--- config.mk ---
export PLATFORM = sky130hd
export DESIGN_NAME = pcdc_top
export DESIGN_NICKNAME = d
export VERILOG_FILES = /design/src/pcdc_top.v
export VERILOG_INCLUDE_DIRS = /design/src /design/src/src
export SDC_FILE = /design/constraint.sdc
export NUM_CORES = 1
export LEC_CHECK = 0
export BUFFER_PORTS_ARGS = -buffer_cell sky130_fd_sc_hd__buf_2
export CAP_MARGIN = 0
export CORE_MARGIN = 5
export CORE_UTILIZATION = 55
export DETAILED_ROUTE_END_ITERATION = 7
export PLACE_DENSITY = 0.93
export RECOVER_POWER = 100
export SLEW_MARGIN = 20
export SYNTH_ARGS = -nofsm -noshare
export SYNTH_HDL_FRONTEND = slang
export SYNTH_SLANG_ARGS = --single-unit
--- constraint.sdc ---
create_clock -name clk -period 5 [get_ports clk]
set_input_delay 0.5 -clock clk [delete_from_list [all_inputs] [get_ports clk]]
set_output_delay 0.5 -clock clk [all_outputs]
set_load 0.01 [all_outputs]
--- src/pcdc_map.vh ---
`ifndef PCDC_MAP_VH
`define PCDC_MAP_VH
`define PCDC_ADDR_SYS_CLK_CTRL 4'h0
`define PCDC_ADDR_PLL_MULT_CTRL 4'h4
`define PCDC_ADDR_MODE_CTRL 4'h8
`define PCDC_ADDR_STATUS 4'hc
`define PCDC_SCC_CLKOUT_DIS 7
`define PCDC_SCC_RSV6 6
`define PCDC_SCC_SWITCH_MODE 3
`define PCDC_SCC_DIV_LO 0
`define PCDC_PMC_RSV3 3
`define PCDC_PMC_MULT_LO 0
`define PCDC_SCC_RESET 8'h00
`define PCDC_PMC_RESET 8'h00
`define PCDC_SCC_WMASK 8'hcf
`define PCDC_PMC_WMASK 8'h0b
`define PCDC_MODE_NORMAL 3'h0
`define PCDC_MODE_SLEEP 3'h1
`define PCDC_MODE_ALLSTOP 3'h2
`define PCDC_MODE_SWSTBY 3'h3
`define PCDC_MODE_HWSTBY 3'h4
`define PCDC_SETTLE_UNIT 8'h10
`endif

--- src/pcdc_top.v ---
`timescale 1ns/10ps
`include "pcdc_map.vh"
module pcdc_top #(
    parameter DIV_W = 5
) (
    input wire clk,
    input wire arst_n,
    input wire [3:0] avs_address,
    input wire avs_read,
    input wire avs_write,
    input wire [31:0] avs_writedata,
    input wire [3:0] avs_byteenable,
    output wire [31:0] avs_readdata_w,
    output wire avs_waitrequest,
    input wire [2:0] power_mode,
    input wire [3:0] standby_settle_time,
    output reg [1:0] mult_active,
    output reg [2:0] div_active,
    output reg settling,
    output reg sysclk_en,
    output reg clkout_o,
    output reg clkout_oe,
    output reg run_enable
);
    // Registers answer in one cycle: waitrequest high on the first cycle of a request
    // Writes land on the edge that ends the wait, as the master expects
    reg ack;
    reg [31:0] rdata;
    reg [7:0] sys_clk_ctrl;
    reg [7:0] pll_mult_ctrl;
    reg [2:0] mode_s1;
    reg [2:0] mode_s2;
    reg [3:0] sts_s1;
    reg [3:0] sts_s2;
    reg pending;
    reg [2:0] prev_mode;
    reg [11:0] settle_cnt;
    reg [DIV_W-1:0] div_cnt;
    reg [DIV_W-1:0] next_div_cnt;
    reg [31:0] next_rdata;
    wire req = avs_read | avs_write;
    wire wr = avs_write & ack & avs_byteenable[0];
    wire in_swstby = (mode_s2 == `PCDC_MODE_SWSTBY);
    wire in_hwstby = (mode_s2 == `PCDC_MODE_HWSTBY);
    wire [1:0] mult_sel = pll_mult_ctrl[`PCDC_PMC_MULT_LO+1:`PCDC_PMC_MULT_LO];
    wire [2:0] div_sel = sys_clk_ctrl[`PCDC_SCC_DIV_LO+2:`PCDC_SCC_DIV_LO];

    function [DIV_W-1:0] pcdc_div_mask;
        input [2:0] sel;
        begin
            case (sel)
                3'h0: pcdc_div_mask = 5'h00;
                3'h1: pcdc_div_mask = 5'h01;
                3'h2: pcdc_div_mask = 5'h03;
                3'h3: pcdc_div_mask = 5'h07;
                3'h4: pcdc_div_mask = 5'h0f;
                3'h5: pcdc_div_mask = 5'h1f;
                default: pcdc_div_mask = 5'h1f;
            endcase
        end
    endfunction

    assign avs_waitrequest = req & ~ack;
    assign avs_readdata_w = rdata;

    always @(posedge clk or negedge arst_n) begin
        if (!arst_n) begin
            mode_s1 <= 3'h0;
            mode_s2 <= 3'h0;
            sts_s1 <= 4'h0;
            sts_s2 <= 4'h0;
        end else begin
            mode_s1 <= power_mode;
            mode_s2 <= mode_s1;
            sts_s1 <= standby_settle_time;
            sts_s2 <= sts_s1;
        end
    end

    always @* begin
        next_rdata = 32'h0000_0000;
        case (avs_address)
            `PCDC_ADDR_SYS_CLK_CTRL: next_rdata = {24'h0, sys_clk_ctrl & `PCDC_SCC_WMASK};
            `PCDC_ADDR_PLL_MULT_CTRL: next_rdata = {24'h0, pll_mult_ctrl & `PCDC_PMC_WMASK};
            `PCDC_ADDR_STATUS: next_rdata = {25'h0, pending, settling, div_active, mult_active};
            default: next_rdata = 32'h0000_0000;
        endcase
    end

    always @(posedge clk or negedge arst_n) begin
        if (!arst_n) begin
            ack <= 1'b0;
            rdata <= 32'h0000_0000;
            sys_clk_ctrl <= `PCDC_SCC_RESET;
            pll_mult_ctrl <= `PCDC_PMC_RESET;
        end else begin
            ack <= req & ~ack;
            if (avs_read & ~ack)
                rdata <= next_rdata;
            if (wr && avs_address == `PCDC_ADDR_SYS_CLK_CTRL)
                sys_clk_ctrl <= avs_writedata[7:0] & `PCDC_SCC_WMASK;
            if (wr && avs_address == `PCDC_ADDR_PLL_MULT_CTRL)
                pll_mult_ctrl <= avs_writedata[7:0] & `PCDC_PMC_WMASK;
        end
    end

    // Multiplier in effect and settle sequencing
    always @(posedge clk or negedge arst_n) begin
        if (!arst_n) begin
            mult_active <= 2'h0;
            pending <= 1'b0;
            prev_mode <= 3'h0;
            settle_cnt <= 12'h000;
            settling <= 1'b0;
        end else begin
            prev_mode <= mode_s2;
            if (sys_clk_ctrl[`PCDC_SCC_SWITCH_MODE]) begin
                mult_active <= mult_sel;
                pending <= 1'b0;
            end else if (mult_sel != mult_active) begin
                pending <= 1'b1;
            end
            if (in_swstby && pending && !sys_clk_ctrl[`PCDC_SCC_SWITCH_MODE]) begin
                mult_active <= mult_sel;
                pending <= 1'b0;
                settle_cnt <= {4'h0, sts_s2 * `PCDC_SETTLE_UNIT};
            end
            if (prev_mode == `PCDC_MODE_SWSTBY && !in_swstby && settle_cnt != 12'h000)
                settling <= 1'b1;
            if (settling) begin
                if (settle_cnt == 12'h001)
                    settling <= 1'b0;
                settle_cnt <= settle_cnt - 12'h001;
            end
        end
    end

    // Divider; ratio only changes on a wrap so no runt pulse occurs
    always @* begin
        next_div_cnt = div_cnt + 5'h01;
        if ((div_cnt & pcdc_div_mask(div_active)) == pcdc_div_mask(div_active))
            next_div_cnt = 5'h00;
    end

    always @(posedge clk or negedge arst_n) begin
        if (!arst_n) begin
            div_cnt <= 5'h00;
            div_active <= 3'h0;
            sysclk_en <= 1'b0;
            run_enable <= 1'b0;
        end else begin
            div_cnt <= next_div_cnt;
            if (next_div_cnt == 5'h00)
                div_active <= div_sel;
            // Rising edge of the enable lines up with the reference edge
            sysclk_en <= (next_div_cnt == 5'h00) & ~in_swstby & ~in_hwstby;
            run_enable <= ~in_swstby & ~in_hwstby & ~settling;
        end
    end

    // Clock-out pin
    always @(posedge clk or negedge arst_n) begin
        if (!arst_n) begin
            clkout_o <= 1'b1;
            clkout_oe <= 1'b0;
        end else begin
            clkout_oe <= ~in_hwstby;
            if (in_swstby || in_hwstby || sys_clk_ctrl[`PCDC_SCC_CLKOUT_DIS])
                clkout_o <= 1'b1;
            else
                clkout_o <= (div_cnt <= (pcdc_div_mask(div_active) >> 1));
        end
    end
endmodule

# Word-level counts from Yosys, hierarchy flattened
# Index checks and enable logic that the tools add are counted.
# word_totals
input_bits,51
output_inout_bits,43
regBits,87
# op_classes
n_lt_le_gt_ge,1
eq_ne,12
n_reduce_logical,17
muxes,15
bitwise,14
addsub,2
# ops
operator,count
case mux 5 bit (5 select lines),1
two-way mux 12 bit,2
case mux 8 bit (3 select lines),1
"equality test 12 x 1 -> 1 bit, second input constant",1
"equality test 3 x 2 -> 1 bit, second input constant",4
nonzero test 12 bit,1
"subtractor 12 x 1 -> 12 bit, second input constant",1
two-way mux 5 bit,2
bitwise AND 1 bit,8
two-way mux 1 bit,7
"equality test 3 bit, second input constant",2
logical AND 1 bit,6
"adder 5 x 1 -> 5 bit, second input constant",1
bitwise AND 5 bit,1
equality test 5 bit,1
less-or-equal comparator 5 x 4 -> 1 bit,1
zero test 5 bit,1
"equality test 4 x 3 -> 1 bit, second input constant",1
"equality test 4 bit, second input constant",1
zero test 4 bit,1
two-way mux 2 bit,2
NOT 1 bit,4
nonzero test 2 bit,2
"equality test 3 x 1 -> 1 bit, second input constant",1
other kinds (6),8

# Logic depth before layout (Yosys ltp)
# Gate-level depths: netlist (run 1).
# logic_depth
depth_word,8
mapped_depth,7
depth_no_buf,7

# Worst setup path after synthesis (run 1)
# OpenSTA, ideal clock, no wires.
# synth_timing
path_kind,reg2reg
start,reg div_active[1]
end,reg clkout_o
path_buffers,0
setup_slack_ns,3.323
arrival_ns,1.598
stages_incl_launch_ff,8
setup_ns,0.079
path_cell_list,dfrtp_1 a21oi_1 ha_1 nor2b_1 o21a_1 o21a_1 o21a_1 o21ai_0
# synth_via
elab_chain_len,5
word_cells_on_any_way,9
# synth_lines
item,line_no,text
"start, declared",pcdc_top.v:18,"output reg [2:0] div_active,"
"start signal, assigned",pcdc_top.v:154,div_active <= div_sel;
"equality test 3 bit, or another cell as far along",pcdc_top.v:51,case (sel)
case mux 5 bit (5 select lines) *,pcdc_top.v:51,
two-way mux 5 bit *,pcdc_top.v:168,if (in_swstby || in_hwstby || sys_clk_ctrl[`PCDC_SCC_CLKOUT_DIS])
less-or-equal comparator 5 x 4 -> 1 bit *,pcdc_top.v:171,clkout_o <= (div_cnt <= (pcdc_div_mask(div_active) >> 1));
two-way mux 1 bit *,pcdc_top.v:168,
"end signal, assigned",pcdc_top.v:171,
"end, declared",pcdc_top.v:21,"output reg clkout_o,"
# Mark *: on every way between the ends. The rest lies on a longest branch, timed or not. The select of a mux whose other input is x is not followed.
# A chain may end at the register's enable or synchronous reset.

# Worst setup path in the final report (run 1)
# layout_timing
start,reg mode_s2[2]
end,reg settle_cnt[6]
# layout_via
elab_chain_len,4
# layout_lines
item,line_no,text
"start, declared",pcdc_top.v:32,reg [2:0] mode_s2;
"start signal, assigned",pcdc_top.v:74,mode_s2 <= mode_s1;
equality test 3 x 2 -> 1 bit (no source line),--,
logical AND 1 bit (2 in series),pcdc_top.v:123,if (in_swstby && pending && !sys_clk_ctrl[`PCDC_SCC_SWITCH_MODE]) begin
nonzero test 2 bit (no source line),--,
"end signal, assigned",pcdc_top.v:126,"settle_cnt <= {4'h0, sts_s2 * `PCDC_SETTLE_UNIT};"
"end signal, assigned",pcdc_top.v:133,settle_cnt <= settle_cnt - 12'h001;
"end, declared",pcdc_top.v:37,reg [11:0] settle_cnt;
# No other way between the ends.

==> results of run 1 <==
[flip-flops by register name (all words and copies together) (netlist names)]
signal,count
avs_readdata_w,8
prev_mode,3
mult_active,2
mode_s2,3
sys_clk_ctrl,6
clkout_o,1
div_active,3
run_enable,1
sts_s2,4
sts_s1,4
pending,1
sysclk_en,1
pll_mult_ctrl,3
clkout_oe,1
div_cnt,5
mode_s1,3
ack,1
settling,1
settle_cnt,12
[cell usage after synthesis, drive strengths merged, types with 2 or more instances]
cell type  count  area (µm²)
nor2          21        78.8
a211oi         3        22.5
or3            4        25.0
nand3          7        35.0
buf           26         199
nor2b          6        37.5
nor3b          2        20.0
xnor2          6        52.6
nor3           4        25.0
a22oi          2        15.0
ha             7        87.6
nand4          3        18.8
o21a           3        22.5
nand3b         3        22.5
a22o           3        26.3
nand2b         3        18.8
dfrtp         62        1550
mux2i         10         100
o21ai         14        70.1
o22ai          2        18.8
xor2           7        61.3
mux2          15         169
a21oi          8        43.8
inv            5        18.8
clkbuf         5        18.8
a31oi          4        25.0
nand2         24        92.6
[power groups by stage]
| stage | clock network [mW] | logic (mW) | registers (mW) |
|---|---|---|---|
| 5_1_grt | 0.409 | 0.465 | 0.732 |
| 6_report | 0.387 | 0.409 | 0.715 |
| 2_1_floorplan | 0 | 0.339 | 0.713 |
| 4_1_cts | 0.389 | 0.434 | 0.722 |
| 3_5_place_dp | 0 | 0.430 | 0.730 |
| 3_3_place_gp | 0 | 0.407 | 0.726 |
[critical path, stage by stage, from the launching register on]
cell and delay (ns):
dfrtp_1 0.40, nand3b_1 0.21, nor3b_1 0.90, nor2b_1 0.12, a211oi_1 0.27, a21oi_1 0.07
[worst paths after layout]
kind | slack [ns] | to | start | depth (start not counted)
max | 2.87 | settle_cnt[6] | mode_s2[2] | 5
min | 0.26 | sts_s1[1] | standby_settle_time[1] | 1
max reg2reg | 2.87 | settle_cnt[6] | mode_s2[2] | 5
min reg2reg | 0.35 | mode_s2[0] | mode_s1[0] | 0
max in group asynchronous | 4.18 | div_cnt[4] | arst_n | 2
min in group asynchronous | 0.33 | sys_clk_ctrl[1] | arst_n | 2
[layout make-up]
| class | instances | area (µm²) | share of cell area |
|---|---|---|---|
| clock inverters | 3 | 18.8 | 0.00580 |
| flip-flops and latches | 63 | 1580 | 0.488 |
| clock buffers | 12 | 155 | 0.0480 |
| multi-input cells | 190 | 1190 | 0.369 |
| inverters | 5 | 18.8 | 0.00580 |
| well taps | 70 | 87.6 | 0.0271 |
| repair buffers | 41 | 184 | 0.0568 |
[routing by layer]
layer / global-route usage / part of all wire / wire length (µm)
met4: 0.108 / 0.028 / 155
met3: 0.0119 / 0.042 / 229
met1: 0.202 / 0.43 / 2390
met5: 0 / 0 / 0
met2: 0.266 / 0.50 / 2720
[cells by family (layout without fill, tap and decap cells)]
family,after synthesis,after routing,share of synthesized area
and+or+nand+nor,81,81,0.141
DFF,63,63,0.534
AOI/OAI and AO/OA,40,40,0.0855
buffers and inverters,36,61,0.0800
muxes,25,25,0.0910
xor gates and xnor gates,13,13,0.0385
adders and majority gates,7,7,0.0296
other,1,24,0.00127
[stage by stage]
| stage | cells | worst slack, ns | hold WS (ns) | area (µm²) | total power, mW |
|---|---|---|---|---|---|
| after global placement | 369 | 3.15 | 0.331 | 3120 | 1.13 |
| final | 384 | 2.87 | 0.259 | 3240 | 1.51 |
| after floorplan | 289 | 3.32 | 0.204 | 3040 | 1.05 |
| after CTS | 384 | 3.02 | 0.258 | 3290 | 1.54 |
| after global routing | 384 | 2.63 | 0.262 | 3240 | 1.61 |
| after detailed placement | 369 | 3.16 | 0.339 | 3120 | 1.16 |
==> impl_metrics.tcl, run 1 <==
set metrics [dict create \
    wl_per_cell_um 14.3 \
    finalNetCount 368 \
    crit_required_ns 5.18 \
    n_antenna_cell 0 \
    clock.fmax_mhz 470 \
    post-dp-hpwl_mm 3.91 \
    powerDensity_nw_per_um2 467 \
    antenna_found_initial 0 \
    status "finished clean" \
    fin_util 0.626 \
    worst_setup_path_start_kind "flip-flop" \
    clkTransAtPathRegs_ns 0.07 \
    worstMarginPinSlew_ns 1.07 \
    hold_violations 0 \
    fp.dieH_um 83.3 \
    fin_crit_sh 0.425 \
    track_usage 0.161 \
    synth-warning-count 0 \
    synth_edf_count 0 \
    clock-sinks 63 \
    post_cts_buffers 0 \
    core-area_um2 5170 \
    setup_viol 0 \
    layout_commonest_cell "dfrtp_1" \
    clk_path_buf_depth 2 \
    grt_overflow 0 \
    final_cell_mix "dfrtp_1, conb_1, nand2_1, nor2_1, buf_2" \
    worstPathMaxFanout 8 \
    cts_hold_buf 0 \
    drt-vias-per-instance 5.15 \
    firstDrtPassIters 4 \
    fin_skew_ns 0.0113 \
    async_flop_share 1.00 \
    dr_total_vias 1976 \
    drc 0 \
    syn_area_um2 2960 \
    pwr-share-comb 0.271 \
    p_clk_frac 0.256 \
    cts.repair.resized 0 \
    grt_pass1_wl_mm 9.04 \
    leakage_nw 1.54 \
    synthFlopType "dfrtp_1" \
    ant_nets 0 \
    worst-setup-path-type "reg2reg" \
    cts-root-buf "clkbuf_8" \
    swShare 0.334 \
    grt_pass1_vias 2001 \
    synth_cell_types 40 \
    seqPwrFrac 0.473 \
    fillerInstances 402 \
    htreeDepth 3 \
    die_width_um 83.3 \
    gp_congestion 0.886 \
    critPathArrivalTime_ns 2.31 \
    clkLatencyLatePin_ns 0.34 \
    grt_max_degree 64 \
    finalCriticalPeriod_ns 2.13 \
    pin_count 94 \
    dieArea_um2 6940 \
    yosysSeqAreaShare 0.534 \
    drtIter0Drc 118 \
    drv_cap 0 \
    ys_seq_elements 63 \
    area.growth.synth_to_final_pct 9.44 \
    setup_tns_ns 0 \
    endpoint_kind "flip-flop" \
    p_int_mw 1.01 \
    num_rows 26 \
    min_path_type "in2reg" \
    ir_drop_mv 0.348 \
    wl_mm 5.50 \
    drive_gt1_frac 0.175 \
    syn_inst 266 \
    power.switching_mw 0.504 \
    cts_inserted_buffers 9 \
    rsz0062_at_grt "no" \
    io_buffers 40 \
    slew_headroom 0.283 \
    tritoncts "yes" \
    syn_area_per_cell_um2 11.1 \
    slew_violations 0 \
    start_util 0.572 \
]
(Power assumes the default switching activity.)
==> run 2: changes to the inputs <==
--- a/config.mk
+++ b/config.mk
@@ -9,9 +9,9 @@
 export BUFFER_PORTS_ARGS = -buffer_cell sky130_fd_sc_hd__buf_2
 export CAP_MARGIN = 0
 export CORE_MARGIN = 5
-export CORE_UTILIZATION = 55
+export CORE_UTILIZATION = 51
 export DETAILED_ROUTE_END_ITERATION = 7
-export PLACE_DENSITY = 0.93
+export PLACE_DENSITY = 0.88
 export RECOVER_POWER = 100
 export SLEW_MARGIN = 20
 export SYNTH_ARGS = -nofsm -noshare
==> constraint.sdc (replaced) <==
create_clock -name clk -period 2 [get_ports clk]
set_input_delay 0.2 -clock clk [delete_from_list [all_inputs] [get_ports clk]]
set_output_delay 0.2 -clock clk [all_outputs]
set_load 0.01 [all_outputs]
==> run 2 against run 1 <==
Compared with the run above:
- maximum frequency up 13%
- die area up 6.9%
- clock power rose to 3.1 times the previous value
- sequential power rose to 2.5 times the previous value
- setup slack worse by 2.8 ns
- combinational power rose to 2.7 times the previous value
- clock-buffer cell count down 2
- first-iteration DRC count up 5.1%
- sequential cell count unchanged
- critical path type unchanged
==> impl_metrics.tcl, run 2 (same netlist as run 1, synthesis figures left out) <==
set metrics [dict create \
    clk_path_buf_depth 2 \
    drv_cap 0 \
    gp_congestion 0.875 \
    finalCriticalPeriod_ns 1.88 \
    io_buffers 40 \
    powerDensity_nw_per_um2 1210 \
    cts-root-buf "clkbuf_8" \
    num_rows 27 \
    endpoint_kind "flip-flop" \
    area.growth.synth_to_final_pct 15.4 \
    clock-sinks 63 \
    setup_tns_ns 0 \
    clkTransAtPathRegs_ns 0.07 \
    track_usage 0.175 \
    dp_slack_ns 0.197 \
    die_width_um 86.1 \
    crit_required_ns 2.22 \
    worst-setup-path-type "reg2reg" \
    finalWorstSetupSlack_ns 0.116 \
    dr_total_vias 2080 \
    ant_nets 0 \
    drt-vias-per-instance 5.21 \
    clock.fmax_mhz 531 \
    core-area_um2 5570 \
    drive_gt1_frac 0.190 \
    worstPathMaxFanout 7 \
    grt_pass1_wl_mm 10.0 \
    wl_per_cell_um 15.0 \
    hold_violations 0 \
    n_antenna_cell 0 \
    fin_skew_ns 0.00646 \
    worst_setup_path_start_kind "flip-flop" \
    min_path_type "in2reg" \
    wl_mm 5.99 \
    post-dp-hpwl_mm 4.28 \
    tritoncts "yes" \
    status "finished clean" \
    final_cell_mix "dfrtp_1, conb_1, nand2_1" \
    slew_headroom 0.252 \
    fillerInstances 447 \
    post_cts_buffers 0 \
    cts_hold_buf 8 \
    antenna_found_initial 0 \
    finalNetCount 380 \
    critPathArrivalTime_ns 2.11 \
    slew_violations 0 \
    fp.dieH_um 86.1 \
    register_area_um2 1580 \
    grt_overflow 0 \
    clkLatencyLatePin_ns 0.34 \
    drtIter0Drc 124 \
    htreeDepth 3 \
    fin_crit_sh 0.942 \
    pin_count 94 \
    firstDrtPassIters 4 \
    rsz0062_at_grt "no" \
    largest_reg_flops 12 \
    drc 0 \
    worstMarginPinSlew_ns 1.12 \
    start_util 0.530 \
    largest-register "settle_cnt" \
    ir_drop_mv 0.710 \
    setup_viol 0 \
    leakage_nw 1.61 \
    grt_max_degree 27 \
    multi_input_area_um2 1220 \
    dieArea_um2 7420 \
    cts_inserted_buffers 9 \
    cts.repair.resized 0 \
    layout_commonest_cell "dfrtp_1" \
    grt_pass1_vias 2153 \
]
==> run 2: worst paths after layout <==
path,start,end,slack (ns),depth (start not counted)
worst max-delay path,div_cnt[0],div_active[2],0.12,6
worst min register to register,mode_s1[1],mode_s2[1],0.35,0
worst max register to register,div_cnt[0],div_active[2],0.12,6
worst min-delay path,avs_writedata[6],sys_clk_ctrl[6],0.10,2
min in group asynchronous,arst_n,pending,0.60,2
max in group asynchronous,arst_n,sts_s1[0],0.36,3
==> run 2: metal layers <==
layer,global-route usage,routed length [µm],up-vias
li1,-,-,982
met1,0.212,2420,1018
met2,0.301,3130,68
met3,0.0192,292,12
met4,0.0993,148,0
met5,0,0,-
==> run 2: through the flow <==
stage	instances	cell area (µm²)	power [mW]	utilization	hold WS [ns]
2_1_floorplan	289	3040	2.63	-	-0.0956
3_3_place_gp	375	3150	2.85	0.566	0.175
3_5_place_dp	375	3150	2.93	0.566	0.180
4_1_cts	399	3450	4.17	0.620	0.0979
5_1_grt	399	3410	4.37	0.612	0.0975
6_report	399	3410	4.12	0.612	0.101
==> run 2: final cells by class <==
type	count	share of cell area
clock buffers	10	0.0403
clock inverters	6	0.0246
inverters	5	0.00550
multi-input cells	190	0.357
flip-flops and latches	63	0.462
well taps	72	0.0264
repair buffers	53	0.0839
==> run 2: report_power, final <==
group          internal, mW  switching, mW  total [mW]  leakage, nW
clock network         0.730          0.475        1.21        0.116
logic                 0.525          0.582        1.11        0.705
registers              1.52          0.284        1.81        0.789
==> run 2: worst max-delay path, stage by stage (launching register included) <==
cell and delay [ns]:
dfrtp_1 0.46, ha_1 0.31, nor3_1 0.23, a31oi_1 0.08
nor3b_1 0.25, o22ai_2 0.15, mux2_2 0.30
